`src/verilog/uartrx_consts.svh`:
```
// Constants for the UART receiver: register offsets, field positions, timing
`ifndef UARTRX_CONSTS_SVH
`define UARTRX_CONSTS_SVH
`define UARTRX_ADDR_W        4
`define UARTRX_OFF_STATUS    4'h0
`define UARTRX_OFF_DATA      4'h1
`define UARTRX_OFF_CTRL1     4'h2
`define UARTRX_OFF_CTRL2     4'h3
`define UARTRX_OFF_BAUD      4'h4
`define UARTRX_ST_PARITY_ERR_FLAG       0
`define UARTRX_ST_NF         1
`define UARTRX_ST_FRAME_ERR_FLAG       2
`define UARTRX_ST_OVERRUN_FLAG       3
`define UARTRX_ST_RX_IDLE_FLAG      4
`define UARTRX_ST_RXAV       5
`define UARTRX_ST_TIDLE      6
`define UARTRX_ST_TXEMP      7
`define UARTRX_C1_PARODD     4
`define UARTRX_C1_PAREN      5
`define UARTRX_C1_NINE       6
`define UARTRX_C1_RXB8       1
`define UARTRX_C2_RX_ENABLE_BIT       7
`define UARTRX_C2_ADDR       3
`define UARTRX_C2_WAKE       2
`define UARTRX_C2_RIE        5
`define UARTRX_C2_TIIE       1
`define UARTRX_C2_TEIE       0
`define UARTRX_CTRL1_RST     8'h00
`define UARTRX_CTRL2_RST     8'h00
`define UARTRX_BAUD_RST      8'h00
`define UARTRX_OVS           5'h10
`define UARTRX_SAMP_A        4'h7
`define UARTRX_SAMP_B        4'h8
`define UARTRX_SAMP_C        4'h9
`endif

```
`src/verilog/uartrx_pkg.sv`:
```
// Types shared by the UART receiver files
package uartrx_pkg;
  typedef enum logic [1:0] {
    UARTRX_IDLE  = 2'b00,
    UARTRX_START = 2'b01,
    UARTRX_DATA  = 2'b10,
    UARTRX_STOP  = 2'b11
  } uartrx_state_e;
  typedef struct packed {
    logic [8:0] data;
    logic       frame_err_flag;
    logic       parity_err_flag;
    logic       noise;
  } uartrx_word_s;
  typedef struct packed {
    logic       wr;
    logic       rd;
    logic [3:0] addr;
    logic [7:0] wdata;
  } uartrx_bus_s;
endpackage : uartrx_pkg

```
`src/verilog/uartrx_core.sv`:
```
// UART receive path with two-entry buffer, error flags and interrupt logic
//
// Chosen here: the register offsets and the plain strobed port.
`timescale 1ns/1ps
`default_nettype none
`include "uartrx_consts.svh"
module uartrx_core #(
  parameter int DEPTH = 2
) (
  // Clock and reset
  input  wire logic                 i_clk_sys,
  input  wire logic                 i_rst,
  input  wire logic                 i_ce,
  // Register port
  input  wire uartrx_pkg::uartrx_bus_s i_bus,
  output logic [7:0]                o_rdata,
  // Serial line and clock state
  input  wire logic                 i_rx,
  input  wire logic                 i_clk_stopped,
  // Transmitter condition inputs
  input  wire logic                 i_tx_empty,
  input  wire logic                 i_tx_idle,
  // Interrupt request, active low pulse
  output logic                      o_irq_n
);
  import uartrx_pkg::*;

  uartrx_state_e state_q;
  uartrx_word_s  fifo_q [DEPTH];
  logic [1:0]    count_q;
  logic          rd_ptr_q;
  logic          wr_ptr_q;
  logic [7:0]    ctrl1_q;
  logic [7:0]    ctrl2_q;
  logic [7:0]    baud_q;
  logic [7:0]    div_q;
  logic [3:0]    tick_q;
  logic [3:0]    bit_q;
  logic [8:0]    shift_q;
  logic          noise_acc_q;
  logic          par_acc_q;
  logic          wait_high_q;
  logic          rx_idle_flag_q;
  logic          overrun_flag_q;
  logic          noise_q;
  logic          armed_q;
  logic          rx_prev_q;
  logic          irq_n_q;
  logic [7:0]    rdata_q;

  logic          os_tick;
  logic          level;
  logic          noisy;
  logic          nine;
  logic [3:0]    data_bits;
  logic          par_en;
  logic          push;
  logic          pop;
  logic          full;
  logic          stop_done;
  logic          rd_stat;
  logic          rd_data;
  logic          st_frame_err_flag;
  logic          st_parity_err_flag;
  logic [7:0]    status;
  logic [8:0]    word_in;
  logic          par_bad;
  logic          avail;
  logic          irq_evt;
  uartrx_word_s  head;

  assign nine      = ctrl1_q[`UARTRX_C1_NINE];
  assign par_en    = ctrl1_q[`UARTRX_C1_PAREN];
  assign data_bits = nine ? 4'h9 : 4'h8;
  assign rd_stat   = i_bus.rd && (i_bus.addr == `UARTRX_OFF_STATUS);
  assign rd_data   = i_bus.rd && (i_bus.addr == `UARTRX_OFF_DATA);
  assign full      = (count_q == 2'(DEPTH));
  assign head      = fifo_q[rd_ptr_q];
  assign avail     = (count_q != 2'h0);

  // Oversample tick: divisor register sets rate at sixteen ticks per bit
  always_ff @(posedge i_clk_sys or posedge i_rst) begin
    if (i_rst) begin
      div_q <= 8'h00;
    end else if (i_ce) begin
      if (div_q >= baud_q) begin
        div_q <= 8'h00;
      end else begin
        div_q <= div_q + 8'h01;
      end
    end
  end
  assign os_tick = (div_q >= baud_q);

  uartrx_vote u_vote (
    .i_clk_sys (i_clk_sys),
    .i_rst     (i_rst),
    .i_ce      (i_ce),
    .i_clr     (os_tick && (tick_q == 4'hf)),
    .i_take    (os_tick && (tick_q == `UARTRX_SAMP_A || tick_q == `UARTRX_SAMP_B ||
                            tick_q == `UARTRX_SAMP_C)),
    .i_pin     (i_rx),
    .o_level   (level),
    .o_noisy   (noisy)
  );

  // Stop bit is judged one tick after the last sample
  assign stop_done = (state_q == UARTRX_STOP) && os_tick && (tick_q == 4'ha);
  assign par_bad   = par_acc_q ^ ctrl1_q[`UARTRX_C1_PARODD];
  // Break word stores zeros; a low stop bit with all-zero data is a break
  assign word_in   = (~level && (shift_q == 9'h000)) ? 9'h000 : shift_q;
  // Push only while a slot is free; a full buffer turns the word into overrun
  assign push      = stop_done && !full;
  // A data read after a status read pops one entry
  assign pop       = rd_data && armed_q && avail;

  // Receive sequencer
  always_ff @(posedge i_clk_sys or posedge i_rst) begin
    if (i_rst) begin
      state_q     <= UARTRX_IDLE;
      tick_q      <= 4'h0;
      bit_q       <= 4'h0;
      shift_q     <= 9'h000;
      noise_acc_q <= 1'b0;
      par_acc_q   <= 1'b0;
      wait_high_q <= 1'b0;
    end else if (i_ce) begin
      if (!ctrl2_q[`UARTRX_C2_RX_ENABLE_BIT]) begin
        state_q     <= UARTRX_IDLE;
        wait_high_q <= 1'b0;
      end else if (os_tick) begin
        tick_q <= tick_q + 4'h1;
        case (state_q)
          UARTRX_IDLE: begin
            tick_q <= 4'h0;
            // Hold off after a break until the line returns high
            if (i_rx) begin
              wait_high_q <= 1'b0;
            end else if (!wait_high_q) begin
              state_q     <= UARTRX_START;
              noise_acc_q <= 1'b0;
              par_acc_q   <= 1'b0;
              shift_q     <= 9'h000;
            end
          end
          UARTRX_START: begin
            if (tick_q == 4'ha) begin
              // False start if centre majority is high
              state_q <= level ? UARTRX_IDLE : UARTRX_START;
              noise_acc_q <= noise_acc_q | noisy;
            end
            if (tick_q == 4'hf && !level) begin
              state_q <= UARTRX_DATA;
              bit_q   <= 4'h0;
            end
          end
          UARTRX_DATA: begin
            if (tick_q == 4'ha) begin
              // Shift in LSB first, right-aligned to the word length
              shift_q <= nine ? {level, shift_q[8:1]} : {1'b0, level, shift_q[7:1]};
              noise_acc_q <= noise_acc_q | noisy;
              par_acc_q   <= par_acc_q ^ level;
            end
            if (tick_q == 4'hf) begin
              bit_q <= bit_q + 4'h1;
              if (bit_q == data_bits - 4'h1) begin
                state_q <= UARTRX_STOP;
              end
            end
          end
          UARTRX_STOP: begin
            // Only the first stop bit is checked
            if (tick_q == 4'ha) begin
              state_q     <= UARTRX_IDLE;
              wait_high_q <= ~level;
            end
          end
          default: state_q <= UARTRX_IDLE;
        endcase
      end
    end
  end

  // Receive buffer entries, written at the write pointer
  always_ff @(posedge i_clk_sys or posedge i_rst) begin
    if (i_rst) begin
      for (int i = 0; i < DEPTH; i++) begin
        fifo_q[i] <= '0;
      end
    end else if (i_ce && push) begin
      // Error flags travel with their word
      fifo_q[wr_ptr_q] <= '{data:  word_in,
                            frame_err_flag:  ~level,
                            parity_err_flag:  par_en & par_bad,
                            noise: noise_acc_q | noisy};
    end
  end

  always_ff @(posedge i_clk_sys or posedge i_rst) begin
    if (i_rst) begin
      count_q  <= 2'h0;
      rd_ptr_q <= 1'b0;
      wr_ptr_q <= 1'b0;
    end else if (i_ce) begin
      if (push) begin
        wr_ptr_q <= ~wr_ptr_q;
      end
      if (pop) begin
        rd_ptr_q <= ~rd_ptr_q;
      end
      count_q <= count_q + {1'b0, push} - {1'b0, pop};
    end
  end

  // Idle flag drops at start detection and rises at the stop sample
  always_ff @(posedge i_clk_sys or posedge i_rst) begin
    if (i_rst) begin
      rx_idle_flag_q <= 1'b1;
    end else if (i_ce) begin
      if (state_q == UARTRX_START) begin
        rx_idle_flag_q <= 1'b0;
      end else if (stop_done) begin
        rx_idle_flag_q <= 1'b1;
      end
    end
  end

  // Status access arms the clear; the next data read completes it
  always_ff @(posedge i_clk_sys or posedge i_rst) begin
    if (i_rst) begin
      armed_q <= 1'b0;
    end else if (i_ce) begin
      if (rd_stat) begin
        armed_q <= 1'b1;
      end else if (rd_data) begin
        armed_q <= 1'b0;
      end
    end
  end

  // Overrun: buffered words kept, arriving word dropped; set beats clear
  always_ff @(posedge i_clk_sys or posedge i_rst) begin
    if (i_rst) begin
      overrun_flag_q <= 1'b0;
    end else if (i_ce) begin
      if (stop_done && full) begin
        overrun_flag_q <= 1'b1;
      end else if (rd_data && armed_q) begin
        overrun_flag_q <= 1'b0;
      end
    end
  end

  // Noise flag follows the head word as data-available rises
  always_ff @(posedge i_clk_sys or posedge i_rst) begin
    if (i_rst) begin
      noise_q <= 1'b0;
    end else if (i_ce) begin
      if (push && !avail) begin
        noise_q <= noise_acc_q | noisy;
      end else if (pop) begin
        noise_q <= (count_q == 2'h2) ? fifo_q[~rd_ptr_q].noise : (push & (noise_acc_q | noisy));
      end
    end
  end

  // Status is assembled from hardware state only
  assign st_frame_err_flag = avail & head.frame_err_flag;
  assign st_parity_err_flag = avail & head.parity_err_flag;
  always_comb begin
    status = 8'h00;
    status[`UARTRX_ST_PARITY_ERR_FLAG]  = st_parity_err_flag;
    status[`UARTRX_ST_NF]    = noise_q;
    status[`UARTRX_ST_FRAME_ERR_FLAG]  = st_frame_err_flag;
    status[`UARTRX_ST_OVERRUN_FLAG]  = overrun_flag_q;
    status[`UARTRX_ST_RX_IDLE_FLAG] = rx_idle_flag_q;
    status[`UARTRX_ST_RXAV]  = avail;
    status[`UARTRX_ST_TIDLE] = i_tx_idle;
    status[`UARTRX_ST_TXEMP] = i_tx_empty;
  end

  // Writable control registers; status is read-only so writes there are dropped
  always_ff @(posedge i_clk_sys or posedge i_rst) begin
    if (i_rst) begin
      ctrl1_q <= `UARTRX_CTRL1_RST;
      ctrl2_q <= `UARTRX_CTRL2_RST;
      baud_q  <= `UARTRX_BAUD_RST;
    end else if (i_ce && i_bus.wr) begin
      if (i_bus.addr == `UARTRX_OFF_CTRL1) begin
        ctrl1_q <= {i_bus.wdata[7:2], ctrl1_q[`UARTRX_C1_RXB8], i_bus.wdata[0]};
      end else if (i_bus.addr == `UARTRX_OFF_CTRL2) begin
        ctrl2_q <= i_bus.wdata;
      end else if (i_bus.addr == `UARTRX_OFF_BAUD) begin
        baud_q <= i_bus.wdata;
      end
    end else if (i_ce && pop) begin
      // Ninth bit of the word being read lands in control one
      ctrl1_q[`UARTRX_C1_RXB8] <= head.data[8];
    end
  end

  // Read data, valid the cycle after the strobe; unmapped reads give zero
  always_ff @(posedge i_clk_sys or posedge i_rst) begin
    if (i_rst) begin
      rdata_q <= 8'h00;
    end else if (i_ce) begin
      if (!i_bus.rd) begin
        rdata_q <= 8'h00;
      end else if (i_bus.addr == `UARTRX_OFF_STATUS) begin
        rdata_q <= status;
      end else if (i_bus.addr == `UARTRX_OFF_DATA) begin
        rdata_q <= head.data[7:0];
      end else if (i_bus.addr == `UARTRX_OFF_CTRL1) begin
        rdata_q <= ctrl1_q;
      end else if (i_bus.addr == `UARTRX_OFF_CTRL2) begin
        rdata_q <= ctrl2_q;
      end else if (i_bus.addr == `UARTRX_OFF_BAUD) begin
        rdata_q <= baud_q;
      end else begin
        rdata_q <= 8'h00;
      end
    end
  end

  // Receive events under the shared enable
  // Wake on a falling RX edge while the module clock is stopped
  always_comb begin
    irq_evt = 1'b0;
    if (ctrl2_q[`UARTRX_C2_RIE]) begin
      if (push && (!ctrl2_q[`UARTRX_C2_ADDR] || (nine ? word_in[8] : word_in[7]))) begin
        irq_evt = 1'b1;
      end
      if (stop_done && full) begin
        irq_evt = 1'b1;
      end
      if (i_clk_stopped && ctrl2_q[`UARTRX_C2_WAKE] && rx_prev_q && !i_rx) begin
        irq_evt = 1'b1;
      end
    end
    if (ctrl2_q[`UARTRX_C2_TEIE] && i_tx_empty) begin
      irq_evt = 1'b1;
    end
    if (ctrl2_q[`UARTRX_C2_TIIE] && i_tx_idle) begin
      irq_evt = 1'b1;
    end
  end

  // One-cycle low pulse per event; level transmit sources pulse continually
  // which the interrupt controller edge-captures
  always_ff @(posedge i_clk_sys or posedge i_rst) begin
    if (i_rst) begin
      irq_n_q   <= 1'b1;
      rx_prev_q <= 1'b1;
    end else if (i_ce) begin
      rx_prev_q <= i_rx;
      irq_n_q   <= ~(irq_evt && irq_n_q);
    end
  end

  assign o_irq_n = irq_n_q;
  assign o_rdata = rdata_q;
endmodule : uartrx_core
`default_nettype wire

```
`src/verilog/uartrx_vote.sv`:
```
// Three-sample majority voter with noise detection
`timescale 1ns/1ps
`default_nettype none
module uartrx_vote (
  // Clock and reset
  input  wire logic       i_clk_sys,
  input  wire logic       i_rst,
  input  wire logic       i_ce,
  // Sample control
  input  wire logic       i_clr,
  input  wire logic       i_take,
  input  wire logic       i_pin,
  // Decision
  output logic            o_level,
  output logic            o_noisy
);
  logic [2:0] samp_q;

  // Collect samples, shifting in on each take strobe
  always_ff @(posedge i_clk_sys or posedge i_rst) begin
    if (i_rst) begin
      samp_q <= 3'h7;
    end else if (i_ce) begin
      if (i_clr) begin
        samp_q <= 3'h7;
      end else if (i_take) begin
        samp_q <= {samp_q[1:0], i_pin};
      end
    end
  end

  // Majority and disagreement; read by the caller only after three takes
  assign o_level = (samp_q[0] & samp_q[1]) | (samp_q[0] & samp_q[2]) | (samp_q[1] & samp_q[2]);
  assign o_noisy = ~((&samp_q) | ~(|samp_q));
endmodule : uartrx_vote
`default_nettype wire
```
`config.mk`:
```
export PLATFORM = sky130hd
export DESIGN_NAME = uartrx_core
export DESIGN_NICKNAME = d
export VERILOG_FILES = /design/src/verilog/uartrx_pkg.sv /design/src/verilog/uartrx_core.sv /design/src/verilog/uartrx_vote.sv
export VERILOG_INCLUDE_DIRS = /design/src /design/src/verilog
export SDC_FILE = /design/constraint.sdc
export NUM_CORES = 1
export LEC_CHECK = 0
export BUFFER_PORTS_ARGS = -buffer_cell sky130_fd_sc_hd__buf_4
export CORE_MARGIN = 2
export CORE_UTILIZATION = 32
export DETAILED_ROUTE_END_ITERATION = 16
export PLACE_DENSITY = 0.51
export SLEW_MARGIN = 20
export SYNTH_ARGS = -nofsm -noshare
export SYNTH_HDL_FRONTEND = slang
export SYNTH_SLANG_ARGS = --single-unit
```
`constraint.sdc`:
```
create_clock -name i_clk_sys -period 3.2 [get_ports i_clk_sys]
set_input_delay 0.16 -clock i_clk_sys [delete_from_list [all_inputs] [get_ports i_clk_sys]]
set_output_delay 0.16 -clock i_clk_sys [all_outputs]
set_load 0.01 [all_outputs]
```
==> results of run 1 <==
==> path summary, 6_finish.rpt <==
check	from	to	slack (ps)	cells past startpoint
min	i_bus[13]	ctrl1_q[1]	20	2
max	div_q[0]	shift_q[5]	530	8
max in group asynchronous	i_rst	ctrl1_q[3]	1860	4
min in group asynchronous	i_rst	o_rdata[1]	510	3
max reg2reg	div_q[0]	shift_q[5]	530	8
min reg2reg	wr_ptr_q	wr_ptr_q	500	1
==> timing repair <==
| action | CTS | global route |
|---|---|---|
| hold endpoints to repair | 56 | 0 |
| hold buffers | 1 | 0 |
| endpoints found under the setup margin | 0 | 0 |
==> worst max-delay path: cells and delay by family (launching register included) <==
kind | cells | cell delay [ps]
DFF | 1 | 440
and+or+nand+nor | 2 | 460
buffers and inverters | 2 | 290
muxes | 1 | 200
adders and majority gates | 1 | 260
AOI/OAI and AO/OA | 2 | 950
==> layer usage <==
metal | part of all wire | global-route usage | wire length, µm | vias to the layer above
met1 | 0.49 | 0.2200 | 6568 | 1960
met5 | 0 | 0 | 0 | -
li1 | - | - | - | 1852
met3 | 0.037 | 0.04100 | 489 | 11
met2 | 0.46 | 0.2481 | 6128 | 69
met4 | 0.016 | 0.04540 | 208 | 0
==> state kept, by name, indices dropped and copies added, names as in the netlist, 2 cells and up <==
name / cells
shift_q: 9
ctrl1_q: 8
baud_q: 8
u_vote.samp_q: 3
tick_q: 4
bit_q: 4
state_q: 2
ctrl2_q: 8
o_rdata: 8
div_q: 8
fifo_q: 24
count_q: 2
==> cell families after synthesis <==
group                      after synthesis  synth area share
xor gates and xnor gates                 9           0.01482
and+or+nand+nor                        127            0.1296
muxes                                   76            0.1569
AOI/OAI and AO/OA                      106            0.1418
DFF                                     99            0.4671
buffers and inverters                   48           0.03857
adders and majority gates               22           0.05127
==> stage by stage <==
step / cell area [µm²] / cells
2_1_floorplan: 5320 / 487
3_3_place_gp: 5794 / 725
3_5_place_dp: 5794 / 725
4_1_cts: 6116 / 742
5_1_grt: 6116 / 742
6_report: 6116 / 742
==> area by class of cell <==
cell class | instances | area share
multi-input combinational | 340 | 0.4300
sequential | 99 | 0.4063
timing repair buffer | 42 | 0.05196
tap | 220 | 0.04501
clock buffer | 10 | 0.03908
inverter | 25 | 0.01575
clock inverter | 6 | 0.01187
==> cell usage after synthesis (all sizes together) (3+ instances only) <==
cell type	number
o22a	3
nand2b	10
a221o	6
o2bb2ai	6
o21ai	30
ha	21
nor2b	10
nand4b	4
nor3	9
nor2	17
nor4	3
o22ai	4
o211ai	4
a21oi	10
a211oi	3
xnor2	5
buf	13
inv	24
dfstp	6
a21o	3
nand2	40
mux2i	23
mux2	53
and3	6
o21bai	3
xor2	4
or4	3
dfrtp	93
nand4	5
a22oi	9
a32o	4
nor3b	3
nand3	4
clkbuf	10
==> power by group <==
part / internal [mW] / switching [mW]
Clock: 0.636 / 0.508
Combinational: 0.316 / 0.355
Sequential: 1.43 / 0.234
==> metrics.txt, run 1 <==
outcome finished, final reports clean; worst-path fanout max 11; Core Region 16410 µm²; Worst Setup Start Kind flop; Die ar. 17670 µm²; TritonCTS Sinks 99; # Post-CTS Setup Buffers 0; initial antenna violation count 0; register area share after synthesis 0.4671; WP data arrival 2950 ps; vias in the first global route 3888; CTS tree done; Final Skew 8.807 ps; leading cell type in the layout, fill and taps excluded dfrtp_1; DR vias 3892; most frequent cells in the layout dfrtp_1 (93), mux2_2 (51), buf_4 (41), nand2_1 (40), o21ai_0 (29); FILL cells 1590; Synth area leaders dfrtp_1 (44%), mux2_2 (11%), ha_1 (4.9%); Setup CP Type reg -> reg; Yosys warnings 0; CP cell instances inv_1, ha_1, nand2b_1, a2111o_1, a21oi_2, or4_1, buf_4, mux2i_1; unrepaired setup endpoints after global routing no; post-route setup slack 526.2 ps; Power, Total 3.483 mW; worst stage delay on the critical path 520 ps; cts repair resizes 0; Inserted Clock Buffers 9; Post-Route Utilization 0.3728; area delta synth->final 14.96%; clock root buffer clkbuf_16; final antenna diode count 0; gr usage total 0.1595; FFs w/ async S/R, synth 1.000; Cell variety after synth 69; largest net degree at the start of global routing 61; post-route antenna net violation count 0; Top Ports 30; leading area contributor after synthesis dfrtp_1; syn_nets 529; First-pass DRT Iterations 4; Via density 5.245; port bufs 29; Syn Inst Count 487; fin. max-slew vios 0; post-layout min period 2674 ps; Avg Cell Area, Syn 10.92 µm²; worst endpoint required time 3470 ps; Max Cap Viol 0; Max-slew headroom 0.4743; H-tree level count 3; worst hold path class in -> reg; CP max stage cell a21oi_2; share of cells above drive strength 1 0.2375; Leak Pwr 2.765 nW; PwrDens 569.5 nW/µm²; Row Count 47; Final GP Congestion 0.8553; maximum clock path buffer count 2; multi-input combinational cell area 2630 µm²; initial core utilization 0.3243; Post-Route WL 13.40 mm; Crit. End Element flop; fin nets 559; Max IR drop VDD 0.3402 mV; first-pass GRT wire length 21.76 mm; Post-DP HPWL 10.04 mm; WHS 24.77 ps; clk slew on worst S/H paths 70 ps; die outline width 132.9 µm; total gr overflow 0; Worst Tran Pin Value 788.5 ps; DRC violations left 0; Yosys top cell area share 0.4374; Tcrit/Tclk final 0.8356; Initial DRC Count 266; ys flop type dfrtp_1; setup TNS 0 ps; Reg area 2485 µm²; Fin. Hold Viols 0; number of flops mapped to enable cells by yosys 0; final setup vio count 0; Synth Register Bits 99; Die Y 132.9 µm; Netlist Area Pre-Place 5320 µm²; pre-CTS WS 545.5 ps; clk_lat worst skew 350 ps; fmax 0.3740 GHz; drt wl/cell 18.05 µm
No activity file was read; power rests on OpenSTA's default activity.
==> run 2, diff against run 1 <==
- PLACE_DENSITY: 0.51 -> 0.53
- clock period: 3.2 -> 2.2 ns (I/O delays scaled with it)
==> metrics.txt, run 2 (synthesized netlist as in run 1, its figures left out) <==
outcome finished with violations; failing checks setup timing; FILL cells 1564 (-1.6%); Inserted Clock Buffers 9 (unchanged); Max Cap Viol 0 (unchanged); most frequent cells in the layout dfrtp_1 (93), buf_4 (79), nand2_1 (38), mux2_2 (37), o21ai_0 (25); Core Region 16410 µm² (unchanged); vias in the first global route 4169 (+7.2%); final antenna diode count 0 (unchanged); Row Count 47 (unchanged); DRC violations left 0 (unchanged); initial antenna violation count 0 (unchanged); Power, Total 5.341 mW (+53%); unrepaired setup endpoints after global routing yes; fin. max-slew vios 0 (unchanged); Worst Tran Pin Value 680.6 ps (-107.9 ps); Logic pwr share 0.277 (+0.084); H-tree level count 3 (unchanged); pre-CTS WS -129.3 ps (-674.8 ps); gr usage total 0.1645 (+0.004995); HP Start i_tx_idle; largest net degree at the start of global routing 100 (+64%); Setup CP Type reg -> reg; Final GP Congestion 0.7780 (-9.0%); Worst Setup Start Kind flop; worst-path fanout max 12 (+1); Via density 5.187 (-1.1%); Leak Pwr 3.143 nW (+14%); Reg area 2485 µm² (unchanged); multi-input combinational cell area 2826 µm² (+7.5%); Post-DP HPWL 9.953 mm (-0.85%); initial core utilization 0.3243 (unchanged); area delta synth->final 28.20%; Die ar. 17670 µm² (unchanged); port bufs 29 (unchanged); Max IR drop VDD 0.3863 mV (+14%); switch share 0.3211 (+0.005916); Top Ports 30 (unchanged); Clock power frac 0.284 (-0.045); share of cells above drive strength 1 0.3328 (+0.09521); worst reg2reg path startpoint baud_q[0]; Hold Path End o_rdata[6]; die outline width 132.9 µm (unchanged); hold depth 2 (unchanged); clock root buffer clkbuf_16; total gr overflow 0 (unchanged); PwrDens 783.1 nW/µm² (+38%); Top reg by flops fifo_q; Final Skew 12.51 ps (+3.702 ps); WP data arrival 2580 ps (-370 ps); Fin. Hold Viols 0 (unchanged); worst hold path class in -> reg; final setup vio count 35 (+35); clk_lat worst skew 360 ps (about the same); Die Y 132.9 µm (unchanged); fin nets 615 (+10%); TritonCTS Sinks 99 (unchanged); First-pass DRT Iterations 5 (+1); CTS tree done; Post-Route Utilization 0.4157 (+0.04293); worst endpoint required time 2440 ps (-1030 ps); Worst R2R Path Depth 8 (unchanged); reg2reg end fifo_q[15]; post-route setup slack -147.3 ps (-673.5 ps); leading cell type in the layout, fill and taps excluded dfrtp_1; internal power 3.626 mW (+52%); Tcrit/Tclk final 1.067 (+0.2314); first-pass GRT wire length 22.78 mm (+4.7%); Post-Route WL 14.11 mm (+5.4%); Flop pwr share 0.439 (-0.040); max FFs per register 24 (unchanged); DR vias 4134 (+6.2%); Crit. End Element flop; Initial DRC Count 318 (+20%); Max-slew headroom 0.5421 (+0.06777); Top Registers fifo_q: 24 flops, shift_q: 9 flops; post-layout min period 2347 ps (-326.5 ps); drt wl/cell 17.71 µm (-1.9%); clk slew on worst S/H paths 80 ps (about the same); flop2flop setup slack -150 ps (-670 ps); switching power 1.715 mW (+56%); fmax 0.4260 GHz (+14%); maximum clock path buffer count 2 (unchanged); post-route antenna net violation count 0 (unchanged)
==> run 2: layout make-up <==
class                      count  area share
timing repair buffer          98      0.1257
tap                          220     0.04036
clock buffer                   9     0.03302
inverter                      25     0.01468
clock inverter                 6    0.007522
sequential                    99      0.3643
multi-input combinational    340      0.4144
==> run 2: worst max path at each step <==
stage,slack [ps],end,startpoint
2_1_floorplan,-270,count_q[1],div_q[0]
3_3_place_gp,-60,count_q[1],baud_q[0]
3_5_place_dp,-130,count_q[0],baud_q[0]
4_1_cts,-120,count_q[1],baud_q[0]
5_1_grt,-220,count_q[1],baud_q[0]
6_report,-150,fifo_q[15],baud_q[0]
==> run 2: routing by layer <==
| metal | vias to the layer above | share of wire | global-route usage |
|---|---|---|---|
| li1 | 1967 | - | - |
| met3 | 13 | 0.042 | 0.03218 |
| met4 | 0 | 0.012 | 0.04839 |
| met1 | 2060 | 0.48 | 0.2341 |
| met5 | - | 0 | 0 |
| met2 | 94 | 0.47 | 0.2542 |
==> run 2: power by group through the flow <==
stage	Clock, mW	Sequential [mW]	Combinational (mW)
floorplan	0	2.30	0.753
global placement	0	2.36	1.22
detailed placement	0	2.37	1.27
CTS	1.58	2.34	1.33
global route	1.65	2.38	1.63
finish	1.52	2.35	1.48
==> run 2: what timing repair did <==
item                                   CTS  global route
setup endpoints to repair               40            45
buffers inserted                         1            12
gates cloned                             0             2
endpoints found under the hold margin  104             0
resized for setup                        9            30
hold buffers                             9             0
pin swaps                                1            10
==> run 2: worst max-delay path, stage by stage (launching register included) <==
cell and delay, ps:
dfrtp_1 380, ha_1 300, nand2b_4 140, a2111o_1 380, a21o_1 250, buf_4 150, nand4b_1 140, buf_12 190
mux2_4 310
==> run 2: per-stage QoR <==
stage	TNS (ps)	cell area [µm²]	hold WS [ps]	std cells
final	-3474	6820	1.298	797
after global routing	-6086	6820	1.684	797
after CTS	-884.1	6574	0.03836	784
after detailed placement	-1650	6158	322.9	759
after global placement	-426.6	6158	314.2	759
after floorplan	-728.4	5408	208.5	487
